**config.mk**
```make
export PLATFORM = sky130hd
export DESIGN_NAME = bhw_bridge_header_window_regs
export DESIGN_NICKNAME = d
export VERILOG_FILES = /design/src/verilog/bhw_bridge_header_window_regs.v
export VERILOG_INCLUDE_DIRS = /design/src /design/src/verilog
export SDC_FILE = /design/constraint.sdc
export NUM_CORES = 1
export LEC_CHECK = 0
export BUFFER_PORTS_ARGS = -buffer_cell sky130_fd_sc_hd__buf_2
export CORE_MARGIN = 5
export CORE_UTILIZATION = 35
export DETAILED_ROUTE_END_ITERATION = 10
export GPL_TIMING_DRIVEN = 0
export SYNTH_ARGS = -nofsm -noshare
export SYNTH_HDL_FRONTEND = slang
export SYNTH_SLANG_ARGS = --single-unit
```
**constraint.sdc**
```tcl
create_clock -name core_clk -period 2.1 [get_ports core_clk]
set_input_delay 0.42 -clock core_clk [delete_from_list [all_inputs] [get_ports core_clk]]
set_output_delay 0.42 -clock core_clk [all_outputs]
set_load 0.01 [all_outputs]
```
**src/verilog/bhw_consts.vh**
```
// constants for the bridge header window register bank
// assumes dword-addressed configuration accesses with byte enables
`ifndef BHW_CONSTS_VH
`define BHW_CONSTS_VH
`define BHW_OFS_PREFETCH_BASE_HIGH 8'h28
`define BHW_OFS_PREFETCH_LIMIT_HIGH 8'h2C
`define BHW_OFS_IO_WINDOW_BASE_HIGH 8'h30
`define BHW_OFS_IO_WINDOW_LIMIT_HIGH 8'h32
`define BHW_OFS_CAPABILITY_LIST 8'h34
`define BHW_OFS_IRQ_ROUTING 8'h3C
`define BHW_OFS_IRQ_PIN 8'h3D
`define BHW_OFS_BRIDGE_CONTROL 8'h3E
`define BHW_RST_PREFETCH_HIGH 32'h0000_0000
`define BHW_RST_IO_HIGH 16'h0000
`define BHW_CAPABILITY_PTR 8'h40
`define BHW_RST_IRQ_ROUTING 8'hFF
`define BHW_IRQ_PIN_VALUE 8'h00
`define BHW_RST_BRIDGE_CONTROL 16'h0000
`define BHW_BCTL_RW_MASK 16'h0BFF
`define BHW_BCTL_DT_STATUS_BIT 10
`define BHW_LOW20_ZERO 20'h0_0000
`define BHW_LOW20_ONES 20'hF_FFFF
`endif

```
**src/verilog/bhw_bridge_header_window_regs.v**
```verilog
// upper window, pointer, interrupt and bridge control registers of a bridge header
// assumes a configuration port that presents one dword access per strobe, synchronous to core_clk
`include "bhw_consts.vh"

// Behaviour
// - read/write 32-bit prefetch base high at 28h, resets zero.
// - read/write 32-bit prefetch limit high at 2Ch, resets zero.
// - read/write 16-bit I/O base high at 30h, low 20 bits zero.
// - read/write 16-bit I/O limit high at 32h, low 20 bits ones.
// - capability pointer at 34h always reads 40h.
// - interrupt line scratch at 3Ch, resets FFh, no internal effect.
// - interrupt pin at 3Dh always reads 00h.
// - secondary interrupts pass through to primary interface.
// - bridge control at 3Eh resets 0000h, mixes read-only, read/write, clear fields.
// - lower prefetch base/limit bits 31:20 join upper words into 64-bit addresses.
module bhw_bridge_header_window_regs #(
	parameter INTX_WIDTH = 4
) (
	input wire core_clk,
	input wire rst,
	input wire cfg_wr,
	input wire cfg_rd,
	input wire [7:0] cfg_addr,
	input wire [3:0] cfg_be,
	input wire [31:0] cfg_wdata,
	output reg [31:0] cfg_rdata,
	output reg cfg_rd_valid,
	input wire [11:0] prefetch_window_base_low,
	input wire [11:0] prefetch_window_limit_low,
	input wire discard_timer_expired,
	input wire [63:0] txn_mem_addr,
	input wire [31:0] txn_io_addr,
	output reg prefetch_window_hit,
	output reg io_window_hit,
	output reg [15:0] bridge_control,
	input wire [INTX_WIDTH-1:0] sec_intx,
	output reg [INTX_WIDTH-1:0] pri_intx
);

	reg [31:0] prefetch_window_base_high;
	reg [31:0] prefetch_window_limit_high;
	reg [15:0] io_window_base_high;
	reg [15:0] io_window_limit_high;
	reg [7:0] irq_routing_scratch;
	reg [31:0] next_rdata;
	wire [7:0] dword_addr;
	wire [63:0] prefetch_base_full;
	wire [63:0] prefetch_limit_full;
	wire [31:0] io_base_full;
	wire [31:0] io_limit_full;
	wire wr_pb;
	wire wr_pl;
	wire wr_io;
	wire wr_ctl;
	wire dt_clear;

	// byte-lane merge, shared by the window and interrupt line registers; bridge control is written directly
	function [7:0] merge8;
		input [7:0] old_v;
		input [7:0] new_v;
		input en;
		begin
			merge8 = en ? new_v : old_v;
		end
	endfunction

	assign dword_addr = {cfg_addr[7:2], 2'b00};
	assign wr_pb = cfg_wr && (dword_addr == `BHW_OFS_PREFETCH_BASE_HIGH);
	assign wr_pl = cfg_wr && (dword_addr == `BHW_OFS_PREFETCH_LIMIT_HIGH);
	assign wr_io = cfg_wr && (dword_addr == `BHW_OFS_IO_WINDOW_BASE_HIGH);
	assign wr_ctl = cfg_wr && (dword_addr == `BHW_OFS_IRQ_ROUTING);
	// status bit is write-one-to-clear in the upper byte lane
	assign dt_clear = wr_ctl && cfg_be[3] && cfg_wdata[16 + `BHW_BCTL_DT_STATUS_BIT];

	always @(posedge core_clk) begin
		if (rst) begin
			prefetch_window_base_high <= `BHW_RST_PREFETCH_HIGH;
			prefetch_window_limit_high <= `BHW_RST_PREFETCH_HIGH;
			io_window_base_high <= `BHW_RST_IO_HIGH;
			io_window_limit_high <= `BHW_RST_IO_HIGH;
			irq_routing_scratch <= `BHW_RST_IRQ_ROUTING;
			bridge_control <= `BHW_RST_BRIDGE_CONTROL;
		end else begin
			if (wr_pb) begin
				prefetch_window_base_high[7:0] <= merge8(prefetch_window_base_high[7:0], cfg_wdata[7:0], cfg_be[0]);
				prefetch_window_base_high[15:8] <= merge8(prefetch_window_base_high[15:8], cfg_wdata[15:8], cfg_be[1]);
				prefetch_window_base_high[23:16] <= merge8(prefetch_window_base_high[23:16], cfg_wdata[23:16], cfg_be[2]);
				prefetch_window_base_high[31:24] <= merge8(prefetch_window_base_high[31:24], cfg_wdata[31:24], cfg_be[3]);
			end
			if (wr_pl) begin
				prefetch_window_limit_high[7:0] <= merge8(prefetch_window_limit_high[7:0], cfg_wdata[7:0], cfg_be[0]);
				prefetch_window_limit_high[15:8] <= merge8(prefetch_window_limit_high[15:8], cfg_wdata[15:8], cfg_be[1]);
				prefetch_window_limit_high[23:16] <= merge8(prefetch_window_limit_high[23:16], cfg_wdata[23:16], cfg_be[2]);
				prefetch_window_limit_high[31:24] <= merge8(prefetch_window_limit_high[31:24], cfg_wdata[31:24], cfg_be[3]);
			end
			if (wr_io) begin
				io_window_base_high[7:0] <= merge8(io_window_base_high[7:0], cfg_wdata[7:0], cfg_be[0]);
				io_window_base_high[15:8] <= merge8(io_window_base_high[15:8], cfg_wdata[15:8], cfg_be[1]);
				io_window_limit_high[7:0] <= merge8(io_window_limit_high[7:0], cfg_wdata[23:16], cfg_be[2]);
				io_window_limit_high[15:8] <= merge8(io_window_limit_high[15:8], cfg_wdata[31:24], cfg_be[3]);
			end
			if (wr_ctl) begin
				irq_routing_scratch <= merge8(irq_routing_scratch, cfg_wdata[7:0], cfg_be[0]);
			end
			// read/write fields only; reserved bits stay zero
			if (wr_ctl && cfg_be[2]) begin
				bridge_control[7:0] <= cfg_wdata[23:16];
			end
			if (wr_ctl && cfg_be[3]) begin
				bridge_control[11] <= cfg_wdata[27];
				bridge_control[9:8] <= cfg_wdata[25:24];
			end
			// set wins over a clear in the same cycle
			if (discard_timer_expired) begin
				bridge_control[`BHW_BCTL_DT_STATUS_BIT] <= 1'b1;
			end else if (dt_clear) begin
				bridge_control[`BHW_BCTL_DT_STATUS_BIT] <= 1'b0;
			end
		end
	end

	always @* begin
		next_rdata = 32'h0000_0000;
		case (dword_addr)
			`BHW_OFS_PREFETCH_BASE_HIGH: next_rdata = prefetch_window_base_high;
			`BHW_OFS_PREFETCH_LIMIT_HIGH: next_rdata = prefetch_window_limit_high;
			`BHW_OFS_IO_WINDOW_BASE_HIGH: next_rdata = {io_window_limit_high, io_window_base_high};
			`BHW_OFS_CAPABILITY_LIST: next_rdata = {24'h00_0000, `BHW_CAPABILITY_PTR};
			`BHW_OFS_IRQ_ROUTING: next_rdata = {bridge_control, `BHW_IRQ_PIN_VALUE, irq_routing_scratch};
			default: next_rdata = 32'h0000_0000;
		endcase
	end

	always @(posedge core_clk) begin
		if (rst) begin
			cfg_rdata <= 32'h0000_0000;
			cfg_rd_valid <= 1'b0;
		end else begin
			cfg_rd_valid <= cfg_rd;
			if (cfg_rd) begin
				cfg_rdata <= next_rdata;
			end
		end
	end

	// full window bounds; only bits 11:0 of each I/O high half reach address bits 31:20
	assign prefetch_base_full = {prefetch_window_base_high, prefetch_window_base_low, `BHW_LOW20_ZERO};
	assign prefetch_limit_full = {prefetch_window_limit_high, prefetch_window_limit_low, `BHW_LOW20_ONES};
	assign io_base_full = {io_window_base_high[11:0], `BHW_LOW20_ZERO};
	assign io_limit_full = {io_window_limit_high[11:0], `BHW_LOW20_ONES};

	always @(posedge core_clk) begin
		if (rst) begin
			prefetch_window_hit <= 1'b0;
			io_window_hit <= 1'b0;
			pri_intx <= {INTX_WIDTH{1'b0}};
		end else begin
			prefetch_window_hit <= (txn_mem_addr >= prefetch_base_full) && (txn_mem_addr <= prefetch_limit_full);
			io_window_hit <= (txn_io_addr >= io_base_full) && (txn_io_addr <= io_limit_full);
			pri_intx <= sec_intx;
		end
	end

endmodule // bhw_bridge_header_window_regs

```
==> reports/results.tsv, run 1 <==
metric	value	unit
status	finished, final reports clean	
cts_inserted_buffers	17	
period_share	97.9	%
grt_pass1_vias	8798	
clockRootBuffer	clkbuf_16	
min_from	sec_intx[3]	
worst_hold_path.num_cells	2	
power_density	621	nW/um^2
wl	31600	um
combPwrFrac	11.5	%
die_x	171	um
vias	9069	
yosys_warnings	0	
io_pins	228	
antenna_found_initial	3	
worst_hold_path.endpoint	pri_intx[3]	
ctsHtreeMaxLevel	4	
cts_hold_buf	0	
reg2reg_depth	9	
synth_cells	1154	
wire_per_inst	18.1	um
drtPass1Iterations	8	
p_int	5.16	mW
grt_overflow_total	0	
rsz0062_at_grt	yes	
max-slew-margin-rel	48.4	%
skew	8.62	ps
syn_area	9110	sq um
async_flop_share	0	%
start_util	35.3	%
reg2reg_from	io_window_limit_high[5]	
cts_sinks	155	
rows	59	
grt_pass1_wl	47400	um
final_layout_size_suffix_gt1_share	22.4	%
final_common_cell	buf_2	
final_util	44.3	%
synth-seq-cells	155	
cts_buffer_depth	2	
die_h	171	um
pwr-share-seq	41.7	%
gp_congestion	0.871	
holdWs	193	ps
maxCapViolations	0	
fin_crit	2060	ps
fmax	0.486	GHz
final_cell_mix	buf_2 (239), nand2_1 (205), dfxtp_1 (148)	
grt_max_degree	17	
die_area	29400	sq um
dpl-instance-area	10600	sq um
switching_share	27.3	%
maxSlewViolCount	0	
cts_tree	done	
n_fill_cell	2658	
power_leakage	5.02	nW
first_iter_violations	723	
fin_nets	1683	
clk_pin_slew	70	ps
finalHoldViolCount	0	
yosysSeqAreaShare	34.1	%
dp_hpwl	25500	um
synth-edff-count	0	
grtUsageTotal	21.0	%
end_kind	flop	
max-vdd-ir-drop	0.402	mV
ys_types	51	
hold_class	input port to flop	
cp_max_fo	3	
finalSetupTns	0	ps
worstPathRequired	2420	ps
path_class	flop to flop	
worst_pin_slew	775	ps
clock_latency	440	ps
power	7.10	mW
vias_per_cell	5.19	
rrSetupSlack	40	ps
finalInstanceArea	11400	sq um
clkPwrFrac	46.8	%
regToRegEndpoint	io_window_hit	
setup-violations-final	0	
crit_path_start_kind	flop	
portBuffers	220	
synth-main-ff-cell	dfxtp_1	
drc	0	
multi_input_area	5490	sq um
fp.coreArea	25800	sq um
syn_avg_cell_area	7.89	sq um
postRouteAntennaNets	0	
seqCellArea	3110	sq um
cp.arrival	2380	ps
synthToLayoutAreaGrowth	25.5	%
power.switching	1.94	mW
## registers in the layout, summed over array words and instances (netlist names)
register and cells:
irq_routing_scratch 8, pri_intx 4, prefetch_window_base_high 32, io_window_limit_high 16, prefetch_window_limit_high 32, prefetch_window_hit 1, cfg_rdata 32, cfg_rd_valid 1
bridge_control 12, io_window_base_high 16, io_window_hit 1
## cells in the mapped netlist (all sizes together) (9+ instances only)
cell	count	area [sq um]
nand2	205	769
dfxtp	155	3100
a21oi	123	616
inv	116	435
ha	112	1400
nor2	109	414
mux2i	56	561
o21ai	46	234
nand4	32	200
clkbuf	26	98.8
buf	25	133
a21o	23	173
a222oi	19	190
nand3	15	100
nor4	13	87.6
a22oi	12	90.1
nand3b	9	67.6
## cell type report
type | count | area share [%]
Clock inverter | 13 | 1.51
Timing Repair Buffer | 222 | 9.76
Multi-Input combinational cell | 835 | 48.0
Buffer | 51 | 2.02
Clock buffer | 19 | 3.96
Sequential cell | 155 | 27.2
Antenna cell | 3 | 0.0657
Inverter | 116 | 3.81
Tap cell | 335 | 3.67
## stage by stage
| step | setup WS, ps | std cells |
|---|---|---|
| 2_1_floorplan | 158 | 1157 |
| 3_3_place_gp | -427 | 1712 |
| 3_5_place_dp | -402 | 1712 |
| 4_1_cts | -69.2 | 1744 |
| 5_1_grt | -110 | 1749 |
| 6_report | 43.1 | 1749 |
## critical path, stage by stage (launching register included)
cell and delay, ps:
dfxtp_2 360, inv_1 60, ha_1 300, a21o_1 190, a21o_1 170, a21oi_1 140, nor2_1 60, a2111oi_2 230
a21oi_1 110, nor4_2 320
## repair_timing
item | in CTS | in global routing
setup endpoints to repair | 2 | 12
gates resized for setup | 17 | 13
setup buffers | 0 | 2
pin swaps | 10 | 11
## worst max-delay path by stage
| stage | end | slack, ps | cells after the start | start |
|---|---|---|---|---|
| floorplan | io_window_hit | 160 | 8 | txn_io_addr[25] |
| global placement | io_window_hit | -430 | 9 | txn_io_addr[25] |
| detailed placement | irq_routing_scratch[3] | -400 | 8 | cfg_addr[7] |
| CTS | io_window_hit | -70 | 9 | io_window_base_high[1] |
| global route | prefetch_window_hit | -110 | 8 | prefetch_window_limit_high[22] |
| finish | io_window_hit | 40 | 9 | io_window_limit_high[5] |
## cell families (layout without fill, tap and decap cells)
family | Yosys count | count (layout) | synth area share (%)
buffers and inverters | 167 | 421 | 7.32
muxes | 56 | 56 | 6.15
AOI/OAI and AO/OA | 247 | 247 | 16.4
DFF | 155 | 155 | 34.1
other | 1 | 7 | 0.0412
adders and majority gates | 112 | 112 | 15.4
and+or+nand+nor | 416 | 416 | 20.6
## layer usage
layer / track usage, % / vias to the layer above / wire length (um) / part of all wire (%)
li1: - / 4489 / - / -
met1: 28.7 / 4209 / 14100 / 45
met2: 33.6 / 331 / 14400 / 46
met3: 4.46 / 40 / 2520 / 8.0
met4: 5.99 / 0 / 595 / 1.9
met5: 0 / - / 0 / 0
## power groups by stage
stage	Combinational [mW]	Clock, mW	Sequential (mW)
floorplan	0.377	0	3.03
global placement	0.771	0	3.03
detailed placement	0.784	0	3.03
CTS	0.806	3.35	2.96
global route	0.910	3.47	2.96
finish	0.815	3.32	2.96
Power figures use the tool's default switching activity.
==> run 2: changes to the inputs <==
Settings changed: RECOVER_POWER set to 100.
==> run 2 against run 1 <==
Sequential power hardly changed. Clock-buffer cell count stayed put. Clock power hardly changed. Wire length is 0.40% lower. Sequential share of layout area is 0.20 points higher. Register-to-register slack worse by 20 ps. Clock skew hardly changed. Via count hardly changed. First-iteration DRC count is 5.9% higher. Largest power group unchanged.
==> reports/results.tsv, run 2 (synthesized netlist as in run 1, its figures left out) <==
metric	value	unit	change
regToRegEndpoint	io_window_hit		
ctsHtreeMaxLevel	4		unchanged
rsz0062_at_grt	yes		
max-slew-margin-rel	46.6	%	-1.8 points
postRouteAntennaNets	0		unchanged
reg2reg_depth	9		unchanged
max-vdd-ir-drop	0.400	mV	-0.50%
power	7.09	mW	about the same
fin_nets	1683		unchanged
vias	9063		-0.066%
grt_pass1_vias	8798		unchanged
io_pins	228		unchanged
start_util	35.3	%	unchanged
drc	0		unchanged
finalSetupTns	0	ps	unchanged
endpoint	io_window_hit		
dp_hpwl	25500	um	unchanged
setup_ws	22.6	ps	-20.6 ps
cts_sinks	155		unchanged
gp_congestion	0.871		unchanged
finalHoldViolCount	0		unchanged
wl	31500	um	-0.40%
final_common_cell	nand2_1		
status	finished, final reports clean		
crit_path_start_kind	flop		
rows	59		unchanged
cts_tree	done		
fin_crit	2080	ps	+20.6 ps
clock_latency	440	ps	about the same
portBuffers	220		unchanged
grt_overflow_total	0		unchanged
grtUsageTotal	21.0	%	unchanged
startpoint	io_window_base_high[1]		
cp_top_family	compound AO/OA/AOI/OAI gates		
path_class	flop to flop		
cpMaxStageDelayCell	dfxtp_2		
hold_class	input port to flop		
power_density	625	nW/um^2	+0.68%
cp.arrival	2400	ps	+20 ps
critPathMaxStageDelay	360	ps	about the same
worst_pin_slew	802	ps	+26.9 ps
period_share	98.9	%	+0.98 points
cts_inserted_buffers	17		unchanged
grt_max_degree	17		unchanged
crit_buf_inv	1		unchanged
worstPathRequired	2420	ps	about the same
crit_chain	inv_2 -> ha_4 -> nor4b_4 -> nand4_1 -> o41ai_2 -> a21oi_1 -> o21ai_1 -> a21oi_1 -> nor4_2		
cts_buffer_depth	2		unchanged
fmax	0.481	GHz	-0.99%
die_x	171	um	unchanged
clk_pin_slew	70	ps	about the same
setup-violations-final	0		unchanged
crit_top_cell	a21oi_1		
rrSetupSlack	20	ps	-20 ps
vias_per_cell	5.18		about the same
power_leakage	4.79	nW	-4.6%
die_area	29400	sq um	unchanged
reg2reg_from	io_window_base_high[1]		
die_h	171	um	unchanged
end_kind	flop		
final_layout_size_suffix_gt1_share	18.4	%	-4.0 points
final_cells	1749		unchanged
maxSlewViolCount	0		unchanged
grt_pass1_wl	47400	um	unchanged
clockRootBuffer	clkbuf_16		
dpl.cell_count	1712		unchanged
fp.coreArea	25800	sq um	unchanged
synthToLayoutAreaGrowth	24.6	%	
wire_per_inst	18.0	um	-0.40%
place_ws	-402	ps	unchanged
antenna_found_initial	3		unchanged
skew	8.99	ps	+0.363 ps
top_regs	cfg_rdata: 32 flops, prefetch_window_base_high: 32 flops, prefetch_window_limit_high: 32 flops		
first_iter_violations	766		+5.9%
cp_max_fo	3		unchanged
drtPass1Iterations	8		unchanged
crit_cells	9		unchanged
final_cell_mix	nand2_1 (205), buf_2 (184), dfxtp_1 (148)		
maxCapViolations	0		unchanged
cts_hold_buf	0		unchanged
run 2: layout make-up:
cell class	count	area, sq um
Antenna cell	3	7.51
Multi-Input combinational cell	835	5470
Timing Repair Buffer	222	1050
Fill cell	2694	14500
Clock buffer	19	453
Inverter	116	435
Clock inverter	13	173
Buffer	51	231
Sequential cell	155	3110
Tap cell	335	419
run 2: worst min path at each step:
stage | from | to | depth (start not counted)
final | sec_intx[3] | pri_intx[3] | 2
after global routing | sec_intx[2] | pri_intx[2] | 2
after CTS | sec_intx[3] | pri_intx[3] | 2
after detailed placement | prefetch_window_base_high[2] | prefetch_window_base_high[2] | 2
after global placement | prefetch_window_base_high[22] | prefetch_window_base_high[22] | 2
after floorplan | prefetch_window_base_high[0] | prefetch_window_base_high[0] | 2
run 2: metal layers:
layer,up-vias,global-route usage [%],share of wire (%)
met5,-,0,0
met4,0,5.99,2.1
met3,45,4.46,7.6
met2,313,33.6,46
met1,4209,28.7,45
li1,4496,-,-
run 2: what timing repair did:
item                                    CTS  global route
resized for setup                        17            13
endpoints found under the setup margin    2            12
setup buffers                             0             2
hold endpoints to repair                  0             0
pin swaps                                10            11
run 2: power breakdown:
group / leakage [nW] / total (mW) / switching (mW) / internal (mW)
Clock: 0.306 / 3.32 / 1.45 / 1.87
Sequential: 1.25 / 2.96 / 0.00795 / 2.95
Combinational: 3.23 / 0.809 / 0.478 / 0.331
run 2: worst reg2reg max path: stages (launching register included):
cell and delay, ps:
dfxtp_2 360, inv_2 50, ha_4 250, nor4b_4 190
nand4_1 160, o41ai_2 320, a21oi_1 130, o21ai_1 160
a21oi_1 100, nor4_2 240
run 2: metrics by stage:
stage / utilization [%] / hold WS [ps] / area [sq um]
finish: 43.9 / 189 / 11300
global route: 43.9 / 205 / 11300
CTS: 43.9 / 190 / 11400
detailed placement: 41.2 / 445 / 10600
global placement: 41.2 / 437 / 10600
floorplan: - / 432 / 9120
